### config.mk
export PLATFORM = sky130hd
export DESIGN_NAME = rsd_top
export DESIGN_NICKNAME = d
export VERILOG_FILES = /design/src/logic/rsd_pkg.sv /design/src/logic/rsd_if.sv /design/src/logic/rsd_sampler.sv /design/src/logic/rsd_top.sv
export SDC_FILE = /design/constraint.sdc
export NUM_CORES = 1
export LEC_CHECK = 0
export ABC_AREA = 1
export BUFFER_PORTS_ARGS = -buffer_cell sky130_fd_sc_hd__buf_2
export CORE_ASPECT_RATIO = 1.75
export CORE_MARGIN = 4
export CORE_UTILIZATION = 45
export DETAILED_ROUTE_END_ITERATION = 6
export GPL_TIMING_DRIVEN = 1
export PLACE_DENSITY_LB_ADDON = 0.1
export SLEW_MARGIN = 15
export SYNTH_ARGS = -nofsm -noshare
export SYNTH_HDL_FRONTEND = slang
export SYNTH_SLANG_ARGS = --single-unit
### constraint.sdc
create_clock -name mclk -period 1.55 [get_ports mclk]
set_input_delay 0.155 -clock mclk [delete_from_list [all_inputs] [get_ports mclk]]
set_output_delay 0.155 -clock mclk [all_outputs]
set_load 0.1 [all_outputs]
### src/logic/rsd_pkg.sv
// rotary switch decoder: shared constants, types and decode functions
// assumes a single 100 MHz clock and a byte-wide register port
package rsd_pkg;

  // ******************************************************
  // register map
  // ******************************************************
  localparam logic [7:0] ADDR_CONTROL = 8'h70;
  localparam logic [7:0] ADDR_BUFFER  = 8'h72;
  localparam logic [7:0] CONTROL_RST  = 8'h00;
  localparam logic [7:0] BUFFER_RST   = 8'h00;
  localparam int         RUN_BIT      = 7;
  localparam int         TYPE_BIT     = 7;
  localparam int         CNT_W        = 7;
  localparam logic [6:0] CNT_MAX      = 7'h7f;
  localparam logic [6:0] CNT_ONE      = 7'h01;
  localparam logic       DIR_UP       = 1'b0;
  localparam logic       DIR_DOWN     = 1'b1;

  // ******************************************************
  // contacts and timing
  // ******************************************************
  localparam int CON_A = 0;
  localparam int CON_B = 1;
  localparam int CON_C = 2;
  localparam int CLK_PERIOD_PS = 10000;
  localparam int SETTLE_NS     = 100;
  localparam int SETTLE_W      = 4;
  localparam logic [3:0] SETTLE_CYC =
    4'((SETTLE_NS * 1000 + CLK_PERIOD_PS - 1) / CLK_PERIOD_PS);

  typedef enum logic [1:0] {
    ST_IDLE,
    ST_DRIVE_A,
    ST_DRIVE_B,
    ST_DRIVE_C
  } rsd_state_t;

  typedef struct packed {
    logic       hit;
    logic       dir;
    rsd_state_t nxt;
  } rsd_step_t;

  // one-hot mask of the contact driven in a scan state; zero in idle
  function automatic logic [2:0] rsd_drive_mask(input rsd_state_t s);
    logic [2:0] m;
    m = 3'h0;
    unique case (s)
      ST_IDLE:    m = 3'h0;
      ST_DRIVE_A: m = 3'h1;
      ST_DRIVE_B: m = 3'h2;
      ST_DRIVE_C: m = 3'h4;
    endcase
    return m;
  endfunction

  // a step needs exactly one input contact low; both low is ignored
  function automatic rsd_step_t rsd_step(input rsd_state_t s,
                                         input logic [2:0] lvl);
    rsd_step_t r;
    r = '{hit: 1'b0, dir: DIR_UP, nxt: s};
    unique case (s)
      ST_IDLE: r.hit = 1'b0;
      ST_DRIVE_A: begin
        if (!lvl[CON_C] && lvl[CON_B]) begin
          r = '{hit: 1'b1, dir: DIR_UP, nxt: ST_DRIVE_B};
        end else if (!lvl[CON_B] && lvl[CON_C]) begin
          r = '{hit: 1'b1, dir: DIR_DOWN, nxt: ST_DRIVE_C};
        end
      end
      ST_DRIVE_B: begin
        if (!lvl[CON_A] && lvl[CON_C]) begin
          r = '{hit: 1'b1, dir: DIR_DOWN, nxt: ST_DRIVE_C};
        end else if (!lvl[CON_C] && lvl[CON_A]) begin
          r = '{hit: 1'b1, dir: DIR_UP, nxt: ST_DRIVE_A};
        end
      end
      ST_DRIVE_C: begin
        if (!lvl[CON_A] && lvl[CON_B]) begin
          r = '{hit: 1'b1, dir: DIR_UP, nxt: ST_DRIVE_B};
        end else if (!lvl[CON_B] && lvl[CON_A]) begin
          r = '{hit: 1'b1, dir: DIR_DOWN, nxt: ST_DRIVE_A};
        end
      end
    endcase
    return r;
  endfunction

endpackage

### src/logic/rsd_if.sv
// rotary switch decoder: filtered contact levels from sampler to core
// assumes both ends run on mclk
`timescale 1ns/1ps
interface rsd_if;
  logic [2:0] lvl;
  modport src (output lvl);
  modport dst (input lvl);
endinterface

### src/logic/rsd_sampler.sv
// rotary switch decoder: contact pin synchroniser and agreement filter
// assumes contact pins are asynchronous to mclk
`timescale 1ns/1ps
module rsd_sampler
  import rsd_pkg::*;
(
  input  wire logic       mclk,
  input  wire logic       srst,
  input  wire logic [2:0] contact_in,
  rsd_if.src              lvl_out
);

  // ******************************************************
  // state
  // ******************************************************
  typedef struct packed {
    logic [2:0] s1;
    logic [2:0] s2;
    logic [2:0] s3;
    logic [2:0] lvl;
  } rsd_smp_t;

  rsd_smp_t q;
  rsd_smp_t next_q;

  always_comb begin
    next_q    = q;
    next_q.s1 = contact_in;
    next_q.s2 = q.s1;
    next_q.s3 = q.s2;
    // s1 feeds only s2; a level counts once s2 and s3 agree
    for (int i = 0; i < 3; i++) begin
      if (q.s2[i] == q.s3[i]) begin
        next_q.lvl[i] = q.s3[i];
      end
    end
  end

  // idle contacts float high through their pull-ups
  always_ff @(posedge mclk) begin
    if (srst) begin
      q <= '{s1: 3'h7, s2: 3'h7, s3: 3'h7, lvl: 3'h7};
    end else begin
      q <= next_q;
    end
  end

  assign lvl_out.lvl = q.lvl;

endmodule

### src/logic/rsd_top.sv
// rotary switch decoder: scan state machine and movement buffer
// assumes byte register port from the host interface, contacts on pins
//
// Summary of operation
// - buffer bit 7 gives direction, 1 down
// - buffer bits 6..0 count movements, up to 127
// - correct state reached within two rotations, continuous
// - interrupt on recorded movement; host waits
// - one contact driven, two pulled-up inputs
// - states 1 to 3 step per short seen
// - control bit 7 runs or stops, resets zero
`timescale 1ns/1ps
module rsd_top
  import rsd_pkg::*;
(
  input  wire logic       mclk,
  input  wire logic       srst,
  input  wire logic [7:0] reg_addr,
  input  wire logic       reg_wr,
  input  wire logic [7:0] reg_wdata,
  input  wire logic       reg_rd,
  output logic      [7:0] reg_rdata,
  output logic            movement_irq,
  input  wire logic [2:0] contact_in,
  output logic      [2:0] contact_out,
  output logic      [2:0] contact_oe,
  output logic      [2:0] pullup_select
);

  // ******************************************************
  // contact sampling
  // ******************************************************
  rsd_if lvl_bus ();

  rsd_sampler u_sampler (
    .mclk       (mclk),
    .srst       (srst),
    .contact_in (contact_in),
    .lvl_out    (lvl_bus)
  );

  // ******************************************************
  // state
  // ******************************************************
  typedef struct packed {
    logic                run_decoder;
    rsd_state_t          state;
    logic [SETTLE_W-1:0] settle;
    logic                buf_type;
    logic [CNT_W-1:0]    buf_cnt;
    logic                irq;
    logic [7:0]          rdata;
    logic [2:0]          out;
    logic [2:0]          oe;
    logic [2:0]          pull;
  } rsd_core_t;

  rsd_core_t q;
  rsd_core_t next_q;
  rsd_step_t stp;
  logic      fire;
  logic      buf_read;

  assign stp      = rsd_step(q.state, lvl_bus.lvl);
  assign buf_read = reg_rd && (reg_addr == ADDR_BUFFER);
  // settle wait covers drive change plus sampler latency
  assign fire     = q.run_decoder && (q.state != ST_IDLE)
                    && (q.settle == '0) && stp.hit;

  always_comb begin
    next_q = q;
    if (reg_wr && (reg_addr == ADDR_CONTROL)) begin
      next_q.run_decoder = reg_wdata[RUN_BIT];
    end
    if (reg_rd) begin
      unique case (reg_addr)
        ADDR_CONTROL: next_q.rdata = {q.run_decoder, 7'h00};
        ADDR_BUFFER:  next_q.rdata = {q.buf_type, q.buf_cnt};
        default:      next_q.rdata = 8'h00;
      endcase
    end
    // read empties the buffer; a movement in the same cycle still counts
    if (buf_read) begin
      next_q.buf_type = DIR_UP;
      next_q.buf_cnt  = '0;
      next_q.irq      = 1'b0;
    end
    if (!q.run_decoder) begin
      next_q.state  = ST_IDLE;
      next_q.settle = '0;
    end else if (q.state == ST_IDLE) begin
      // any start state self-corrects on the first short seen
      next_q.state  = ST_DRIVE_A;
      next_q.settle = SETTLE_CYC;
    end else if (q.settle != '0) begin
      next_q.settle = q.settle - 4'h1;
    end else if (stp.hit) begin
      next_q.state  = stp.nxt;
      next_q.settle = SETTLE_CYC;
      // opposite direction restarts the count: newest motion wins
      if ((next_q.buf_cnt == '0) || (next_q.buf_type == stp.dir)) begin
        if (next_q.buf_cnt != CNT_MAX) begin
          next_q.buf_cnt = next_q.buf_cnt + CNT_ONE;
        end
      end else begin
        next_q.buf_cnt = CNT_ONE;
      end
      next_q.buf_type = stp.dir;
      next_q.irq      = 1'b1;
    end
    next_q.out  = 3'h0;
    next_q.oe   = rsd_drive_mask(next_q.state);
    next_q.pull = ~next_q.oe;
  end

  always_ff @(posedge mclk) begin
    if (srst) begin
      q <= '{run_decoder: CONTROL_RST[RUN_BIT], state: ST_IDLE,
             settle: '0, buf_type: BUFFER_RST[TYPE_BIT],
             buf_cnt: BUFFER_RST[CNT_W-1:0], irq: 1'b0,
             rdata: 8'h00, out: 3'h0, oe: 3'h0, pull: 3'h7};
    end else begin
      q <= next_q;
    end
  end

  assign reg_rdata     = q.rdata;
  assign movement_irq  = q.irq;
  assign contact_out   = q.out;
  assign contact_oe    = q.oe;
  assign pullup_select = q.pull;
endmodule

* Yosys cells after proc, flatten, opt, wreduce, memory -nomap -nowiden
Index checks and enable logic that the tools add are counted.
** Operators by class
- $add $sub $neg :: 2
- Equality and inequality tests :: 13
- Muxes and demuxes :: 21
- Bitwise logic cells :: 2
- Reductions and logical operators :: 20
** Operators with widths (number)
- two-way mux 9 bit :: 4
- two-way mux 4 bit :: 7
- == test 8 x 7 -> 1 bit (second input constant) :: 2
- case mux 8 bit (2 select lines) :: 1
- two-way mux 15 bit :: 1
- two-way mux 7 bit :: 2
- two-way mux 6 bit :: 2
- case mux 3 bit (4 select lines) :: 1
- case mux 3 bit (3 select lines) :: 1
- == test 2 bit (second input constant) :: 4
- logical AND 1 bit :: 8
- adder 7 x 1 -> 7 bit (second input constant) :: 1
- logical NOT 7 bit :: 1
- != test 7 bit (second input constant) :: 1
- == test 1 bit :: 4
- == test 2 x 1 -> 1 bit (second input constant) :: 2
- logical NOT 2 bit :: 2
- case mux 1 bit (4 select lines) :: 1
- nonzero test 4 bit :: 1
- subtractor 4 x 1 -> 4 bit (second input constant) :: 1
- logical NOT 1 bit :: 3
- inverter 3 bit :: 1
- nonzero test 3 bit :: 1
- OR reduction 3 bit :: 1
- 5 further kinds :: 5
** Storage, ports and cells
- Logic and storage cells :: 75
- Input bits :: 23
- Flip-flop bits (word level) :: 45

* Logic depth before layout (Yosys ltp)
Gate-level depths: netlist of run 1.
- Depth after elaboration :: 15
- Depth in mapped cells :: 14
- Depth with buffers taken out :: 14

* By module
From an unflattened synthesis of run 1, not the netlist that was laid out.
** Unflattened totals
- Cell total of the unflattened synthesis :: 311
- Area total of the unflattened synthesis :: 2280.9 um^2
** Modules (own cells, without submodules)
- rsd_top :: sequential area each 600.6 um^2, area each 1860.5 um^2, cells each 262, times used 1
- rsd_sampler :: sequential area each 240.2 um^2, area each 420.4 um^2, cells each 49, times used 1

* Least setup slack after synthesis of run 1
OpenSTA, ideal clock, no wires.
- Path type :: register to register
- From :: register u_sampler.q (netlist bit u_sampler.lvl_out.lvl[0])
- To :: register q (netlist bit pullup_select[0])
- Arrival :: 1.585 ns
- Stages on the path, launching flop included :: 12
- Clock period less this slack :: 1.694 ns
- Setup slack :: -0.144 ns
- Path through :: dfxtp_1 > inv_1 > ha_1 > or2_4 > nand3_4 > nand2_4 > nor3_2 > nor2_1 > o21ai_2 > inv_2 > nor2_4 > inv_2
** Between the ends
- Word-level cells in the longest chain between the ends :: 11
- Elaborated cells between the ends (all ways) :: 21
- Those cells by class :: 3 x eq/ne; 11 x mux; 1 x bitwise; 6 x reduce/logical
** RTL lines
- from (decl) :: RTL line rsd_sampler.sv:23 : rsd_smp_t q;
- from (signal assigned) :: RTL line rsd_sampler.sv:42 : q <= '{s1: 3'h7, s2: 3'h7, s3: 3'h7, lvl: 3'h7};
- from (signal assigned) :: RTL line rsd_sampler.sv:44 : q <= next_q;
- logical AND 1 bit, or another cell as far along :: RTL line rsd_pkg.sv:82 : end else if (!lvl[CON_B] && lvl[CON_A]) begin
- two-way mux 4 bit, or another cell as far along :: RTL line rsd_pkg.sv:82
- two-way mux 4 bit, on equally long branches :: RTL line rsd_pkg.sv:80, rsd_pkg.sv:73
- case mux 1 bit (4 select lines) / case mux 3 bit (3 select lines) (equally long branches) :: RTL line rsd_pkg.sv:63 : unique case (s)
- two-way mux 15 bit * :: RTL line rsd_top.sv:97 : end else if (stp.hit) begin
- two-way mux 2 bit * :: RTL line rsd_top.sv:95 : end else if (q.settle != '0) begin
- two-way mux 6 bit * :: RTL line rsd_top.sv:91 : end else if (q.state == ST_IDLE) begin
- two-way mux 6 bit * :: RTL line rsd_top.sv:88 : if (!q.run_decoder) begin
- == test 2 bit, or another cell as far along :: RTL line rsd_pkg.sv:49 : unique case (s)
- case mux 3 bit (4 select lines) * :: RTL line rsd_pkg.sv:49
- inverter 3 bit * :: RTL line rsd_top.sv:113 : next_q.pull = ~next_q.oe;
- to (signal assigned) :: RTL line rsd_top.sv:118 : q <= '{run_decoder: CONTROL_RST[RUN_BIT], state: ST_IDLE,
- to (signal assigned) :: RTL line rsd_top.sv:123 : q <= next_q;
- to (decl) :: RTL line rsd_top.sv:58 : rsd_core_t q;
Every way passes the cells marked *; elsewhere a longest branch is shown, timed or not. The select of a mux whose other input is x is not followed.
A chain may end at the register's enable or synchronous reset.

* Worst setup path after layout of run 1
- From :: register u_sampler.q (netlist bit u_sampler.lvl_out.lvl[1])
- To :: register q (netlist bit contact_oe[2])
** Between the ends
- Word-level cells in the longest chain between the ends :: 11
- Elaborated cells between the ends (all ways) :: 20
- Those cells by class :: 3 x eq/ne; 11 x mux; 6 x reduce/logical
** RTL lines (RTL line)
- logical NOT 1 bit :: rsd_pkg.sv:68, rsd_pkg.sv:82
- logical AND 1 bit, on equally long branches :: rsd_pkg.sv:82, rsd_pkg.sv:68
- two-way mux 4 bit, on equally long branches :: rsd_pkg.sv:82, rsd_pkg.sv:68
- two-way mux 4 bit, on equally long branches :: rsd_pkg.sv:80, rsd_pkg.sv:66
- case mux 1 bit (4 select lines) / case mux 3 bit (3 select lines) (equally long branches) :: rsd_pkg.sv:63
- two-way mux 15 bit * :: rsd_top.sv:97
- two-way mux 2 bit * :: rsd_top.sv:95
- two-way mux 6 bit * :: rsd_top.sv:91
- two-way mux 6 bit * :: rsd_top.sv:88
- == test 2 bit, or another cell as far along :: rsd_pkg.sv:49
- case mux 3 bit (4 select lines) * :: rsd_pkg.sv:49
Marked as above.

==> reports/qor.yml, run 1 <==
logic_synthesis:
  synth_warnings: 0
  syn_inst: 291
  synth.yosys.seq_area_share_pct: 39.1
  ys_seq_elements: 42
  netlist.top_cell.by_area: "dfxtp_1"
  yosysUniqueCellTypes: 33
  avgSynthCellArea_um2: 7.40
  syn_area_um2: 2150
  synth_area_leaders: "dfxtp_1 39%, nand2_1 11%, buf_4 6.3%, inv_1 5.4%, ha_1 5.2%"
  synth.top_cell.area_share_pct: 39.1
finish:
  final_cell_mix: "59 x nand2_1, 37 x dfxtp_1, 30 x buf_2"
  drive_gt1_share_pct: 38.3
  final_nets: 369
  diodes: 0
  fill_cells: 455
  syn_to_final_growth_pct: 23.1
  layout_commonest_cell: "nand2_1"
  final_core_util_pct: 56.8
cts:
  path_clk_slew_ps: 70
  cts.path.max_buffers: 2
  clkSinkCount: 42
  root_buffer: "clkbuf_8"
  cts_made_buffers: 5
  htree_levels: 2
  cts_tree: "yes"
  clk_latency_ps: 290
worst_setup_path:
  r2r_slack_ps: -80
  cp-start-kind: "flop"
  worstSetupPathType: "reg -> reg"
  cp.arrival_ps: 1820
  cp.required_ps: 1740
  worstPathMaxFanout: 3
  cp-end-kind: "flop"
detailed_routing:
  post_drt_wl_per_cell_um: 11.2
  vias: 1877
  via_per_inst: 4.83
  firstDrtPassIters: 5
  drtAntennaViolNets: 0
  first_iter_violations: 40
  wl_um: 4380
  drc: 0
die:
  die_area_um2: 6000
  io-pin-count: 41
  coreArea_um2: 4670
  die_h_um: 99.5
  rows: 33
  die_x_um: 60.3
  initial_utilization_pct: 46.1
grt:
  grt_usage_pct: 15.4
  grt_pass1_wl_um: 7130
  grt_pass1_vias: 1761
  grt_overflow: 0
  grt_busiest_layer: "met2"
  use_met1_pct: 15.8
  grt_max_degree: 21
  antenna_found_initial: 0
  grtUsageMet3_pct: 2.99
  use_met2_pct: 28.9
sta:
  worst_hold_slack_ps: 44.4
  finalMaxSlewViolations: 0
  final.setup_skew_ps: 4.33
  hold_viol_final: 0
  fmax_mhz: 615
  fin_crit_ps: 1630
  finalCritPeriodShare_pct: 105
  rsz0062_at_grt: "yes"
  finalSetupViolCount: 6
  postLayoutSetupSlackWorst_ps: -76.0
power_and_ir_drop:
  power.leakage_nw: 1.23
  ir_worst_vdd_v: 0.000795
  p_total_w: 0.00185
  powerDensity_nw_per_um2: 697
run_status:
  status: "finished with violations"
  violations: "setup timing"
place:
  hpwl_um: 3330
  gp_congestion: 0.854
  port_buffers: 30
min_path:
  holdCritPathClass: "in -> reg"
flow_run:
  maxCapViolCount: 0
## routing by layer
| layer | routed length [um] | vias to the layer above | part of all wire, % |
|---|---|---|---|
| li1 | - | 990 | - |
| met1 | 1620 | 851 | 37 |
| met2 | 2530 | 30 | 58 |
| met3 | 148 | 6 | 3.4 |
| met4 | 75 | 0 | 1.7 |
| met5 | 0 | - | 0 |
## path summary, 6_finish.rpt
| path | cells past startpoint | to | start |
|---|---|---|---|
| max | 9 | contact_oe[2] | u_sampler.lvl_out.lvl[1] |
| min | 2 | u_sampler.next_q[6] | contact_in[0] |
| max reg2reg | 9 | contact_oe[2] | u_sampler.lvl_out.lvl[1] |
| min reg2reg | 1 | u_sampler.next_q[4] | u_sampler.next_q[7] |
## sequential cells by signal, summed over array words and instances (netlist names)
| name | cells |
|---|---|
| contact_oe | 3 |
| movement_irq | 1 |
| q | 15 |
| reg_rdata | 8 |
| pullup_select | 3 |
| u_sampler.q | 3 |
| u_sampler.lvl_out.lvl | 3 |
| u_sampler.next_q | 6 |
## worst max-delay path, stage by stage, from the launching register on
cell	delay (ps)
dfxtp_4	370
buf_4	130
ha_1	220
o21ai_1	180
o21ai_2	100
nor3_4	180
nor2_2	50
o21ai_2	110
buf_4	160
nor2_4	40
## per-stage QoR
step	setup WS (ps)	cell area (um2)	std cells	TNS, ps
5_1_grt	-152	2650	389	-1640
3_5_place_dp	-146	2420	379	-1150
2_1_floorplan	-96.8	2160	293	-332
4_1_cts	-155	2590	390	-868
3_3_place_gp	-139	2420	379	-1020
6_report	-76.0	2650	389	-248
## where the power goes
| group | switching, W | leakage [nW] | internal, W | total [W] |
|---|---|---|---|---|
| combinational | 0.0000633 | 0.857 | 0.0000315 | 0.0000948 |
| sequential | 0.00000369 | 0.341 | 0.00108 | 0.00109 |
| clock | 0.000354 | 0.0373 | 0.000309 | 0.000663 |
| total | 0.000421 | 1.23 | 0.00142 | 0.00185 |
## cell usage after synthesis
master,count
o21ai_0,17
nand2_2,5
or2_4,2
xnor2_1,1
nor3_1,3
a41oi_1,1
nand3_1,14
and3_1,1
dfxtp_1,42
nand2_1,63
and2_1,1
clkbuf_1,2
nand2_4,1
nor2_2,2
conb_1,1
a21oi_1,21
or2_2,9
a211oi_1,1
o31ai_1,1
o211ai_1,1
o21ai_2,1
nand4_1,2
o22ai_1,1
nor3_2,1
nor2_1,23
buf_4,18
ha_1,9
inv_1,31
clkinv_1,1
inv_2,8
nand3_4,2
nor2_4,4
buf_2,1
## final cells by class
cell class	instances	area (um2)	area share [%]
clock buffers	6	72.6	2.74
clock inverters	1	7.51	0.283
inverters	40	159	6.00
multi-input cells	190	1130	42.6
flip-flops and latches	42	852	32.2
well taps	52	65.1	2.46
repair buffers	58	364	13.7
## what timing repair did
action	4_1_cts	5_1_grt
endpoints found under the setup margin	14	18
pin swaps	9	14
setup buffers	4	0
hold buffers	0	0
endpoints found under the hold margin	0	0
gates resized for setup	18	24
## logic make-up (layout without fill, tap and decap cells)
family / Yosys count / after routing / share of synthesized area [%]
AOI/OAI and AO/OA: 44 / 44 / 11.0
xor gates and xnor gates: 1 / 1 / 0.407
adders and majority gates: 9 / 9 / 5.23
buffers and inverters: 61 / 105 / 13.8
DFF: 42 / 42 / 39.1
other: 1 / 3 / 0.174
and+or+nand+nor: 133 / 133 / 30.3
No activity file was read; power rests on OpenSTA's default activity.
==> inputs of run 2 (changes only) <==
Settings changed: SYNTH_HIERARCHICAL set to 1.
==> run 2 against run 1 <==
- the run still ends with setup timing left
- combinational power grew 5.4%
- setup slack improved by 50 ps
- sequential power barely moved
- sequential share of layout area shrank 2.5 points
- clock-buffer cell count did not move
- register-to-register slack gained 50 ps
- clock skew about the same
- via count up 5.2%
- first-iteration DRC count rose by 53%
- fmax increased by 3.2%
- die area is 5.3% higher
==> reports/qor.yml, run 2 <==
cts:
  cts_tree: "yes"
  cts.path.max_buffers: 2  # unchanged
  cts_made_buffers: 5  # unchanged
  path_clk_slew_ps: 80  # about the same
  clkSinkCount: 42  # unchanged
  htree_levels: 2  # unchanged
  clk_latency_ps: 290  # about the same
  root_buffer: "clkbuf_8"
  hold_buffers: 0  # unchanged
place:
  hpwl_um: 3650  # +9.8%
  port_buffers: 30  # unchanged
  gp_congestion: 0.811  # -5.0%
  dpl_worst_slack_ps: -82.7  # +63.7 ps
min_path:
  hold_end: "u_sampler/next_q[6]"
  worstHoldPathCells: 2  # unchanged
  hp-start: "contact_in[0]"
  holdCritPathClass: "in -> reg"
sta:
  fmax_mhz: 635  # +3.2%
  hold_viol_final: 0  # unchanged
  rsz0062_at_grt: "yes"
  worst_hold_slack_ps: 38.8  # -5.61 ps
  finalMaxSlewViolations: 0  # unchanged
  fin_crit_ps: 1580  # -50.5 ps
  finalSetupViolCount: 5  # -1
  postLayoutSetupSlackWorst_ps: -25.5  # +50.5 ps
  final.setup_skew_ps: 4.69  # +0.354 ps
  finalCritPeriodShare_pct: 102  # -3.3 points
detailed_routing:
  via_per_inst: 4.81  # -0.41%
  drtAntennaViolNets: 0  # unchanged
  wl_um: 4650  # +6.2%
  post_drt_wl_per_cell_um: 11.3  # +0.55%
  firstDrtPassIters: 4  # -1
  first_iter_violations: 61  # +53%
  vias: 1975  # +5.2%
  drc: 0  # unchanged
worst_setup_path:
  crit_path_top_delay_cell: "dfxtp_4"
  reg2reg_depth: 12  # +3
  cp-end-kind: "flop"
  r2r_slack_ps: -30  # +50 ps
  crit-reg2reg-launch: "u_sampler/lvl_out.lvl[1]"
  crit_family: "simple AND/OR/NAND/NOR gates"
  critPathMaxStageDelay_ps: 380  # about the same
  worstSetupPathType: "reg -> reg"
  worstPathMaxFanout: 4  # +1
  cp.arrival_ps: 1770  # -50 ps
  critical_path_buf_inv_count: 4  # +2
  cp-start-kind: "flop"
  path_cells: "inv_4 -> ha_4 -> inv_2 -> nand2_2 -> o221ai_4 -> buf_4 -> nand2_4 -> clkinv_4 -> nand2_4 -> nand2_1 -> nand2_1 -> nor2_1"
  r2r-end: "q[19]"
  cp.required_ps: 1740  # about the same
grt:
  grt_pass1_wl_um: 7520  # +5.4%
  grt_usage_pct: 15.9  # +0.49 points
  grt_overflow: 0  # unchanged
  antenna_found_initial: 0  # unchanged
  grt_max_degree: 14  # -33%
  grt_pass1_vias: 1817  # +3.2%
logic_synthesis:
  yosysUniqueCellTypes: 33  # unchanged
  syn_area_um2: 2280  # +6.0%
  ys_seq_elements: 42  # unchanged
  synth.top_cell.area_share_pct: 36.9  # -2.2 points
  async_flop_share_pct: 0  # unchanged
  synth.yosys.seq_area_share_pct: 36.9  # -2.2 points
  synth_area_leaders: "dfxtp_1 37%, nand2_1 11%, inv_1 6.9%, buf_4 6.6%, ha_1 4.9%"
  synth_edf_count: 0  # unchanged
  synth_common_cells: "65 x nand2_1, 42 x dfxtp_1, 42 x inv_1"
  avgSynthCellArea_um2: 7.33  # -0.83%
  synth_warnings: 6  # +6
  netlist.top_cell.by_area: "dfxtp_1"
  synthFlopType: "dfxtp_1"
  yosys.cell_count.top_type: "nand2_1"
  syn_inst: 311  # +6.9%
finish:
  largest-register: "q"
  syn_to_final_growth_pct: 26.4
  final_nets: 389  # +5.4%
  final_cell_mix: "57 x nand2_1, 37 x dfxtp_1, 34 x inv_1"
  multi_input_area_um2: 1250  # +11%
  regArea_um2: 855  # +0.29%
  drive_gt1_share_pct: 38.7  # +0.38 points
  fill_cells: 470  # +3.3%
  layout_commonest_cell: "nand2_1"
  final_core_util_pct: 58.4  # +1.7 points
  largest_register_ffs: 15  # unchanged
  diodes: 0  # unchanged
run_status:
  violations: "setup timing"
  status: "finished with violations"
power_and_ir_drop:
  power.leakage_nw: 1.38  # +12%
  ir_worst_vdd_v: 0.000631  # -21%
  p_total_w: 0.00206  # +12%
  powerDensity_nw_per_um2: 716  # +2.7%
die:
  rows: 34  # +3.0%
  die_h_um: 102  # +2.7%
  die_area_um2: 6320  # +5.3%
  coreArea_um2: 4930  # +5.8%
  initial_utilization_pct: 46.2  # +0.097 points
  die_x_um: 61.8  # +2.6%
  io-pin-count: 41  # unchanged
flow_run:
  maxCapViolCount: 0  # unchanged
==> run 2: worst max-delay path by stage <==
stage,from,to,slack (ps),cells past startpoint
detailed placement,u_sampler/lvl_out.lvl[2],pullup_select[1],-80,9
global placement,u_sampler/lvl_out.lvl[0],q[21],-60,12
CTS,u_sampler/lvl_out.lvl[1],pullup_select[2],-20,11
floorplan,u_sampler/lvl_out.lvl[0],pullup_select[1],-0.6,11
global route,u_sampler/lvl_out.lvl[0],pullup_select[1],-110,11
finish,u_sampler/lvl_out.lvl[1],q[19],-30,12
==> run 2: metrics by stage <==
stage | cells | TNS, ps | cell area [um2]
2_1_floorplan | 313 | -0.603 | 2370
3_3_place_gp | 400 | -377 | 2590
3_5_place_dp | 400 | -597 | 2590
4_1_cts | 409 | -58.6 | 2800
5_1_grt | 411 | -1250 | 2880
6_report | 411 | -89.2 | 2880
==> run 2: cell families (layout without fill, tap and decap cells) <==
logic type                 Yosys count  after routing  synth area share (%)
other                                1              3                 0.164
and+or+nand+nor                    147            147                  30.6
buffers and inverters               74            118                  16.6
AOI/OAI and AO/OA                   38             38                  10.9
DFF                                 42             42                  36.9
adders and majority gates            9              9                  4.94
==> run 2: area by class of cell <==
class / count / share of cell area, %
multi-input cells: 197 / 43.3
flip-flops and latches: 42 / 29.6
repair buffers: 62 / 13.9
inverters: 49 / 6.90
clock buffers: 6 / 2.86
well taps: 54 / 2.34
clock inverters: 1 / 1.04
==> run 2: layer usage <==
| metal | global-route usage [%] | vias to the layer above | wire, um |
|---|---|---|---|
| met2 | 30.6 | 39 | 2640 |
| met4 | 6.05 | 0 | 75 |
| met5 | 0 | - | 0 |
| met1 | 15.8 | 894 | 1770 |
| li1 | - | 1034 | - |
| met3 | 3.03 | 8 | 166 |
==> run 2: timing repair <==
item                                    4_1_cts  5_1_grt
setup buffers                                 2        2
endpoints found under the setup margin       15       16
endpoints found under the hold margin         0        0
pin swaps                                    17       16
gates resized for setup                      25       24
==> run 2: worst reg2reg max path: stages (launching register included) <==
cell      delay [ps]
dfxtp_4          380
inv_4             50
ha_4             250
inv_2             30
nand2_2           70
o221ai_4         120
buf_4            170
nand2_4           90
clkinv_4          80
nand2_4           90
nand2_1           50
nand2_1           60
nor2_1            40
==> run 2: power breakdown <==
part / switching (W) / internal [W]
sequential: 0.00000454 / 0.00108
clock: 0.000362 / 0.000515
combinational: 0.0000702 / 0.0000297
total: 0.000436 / 0.00163
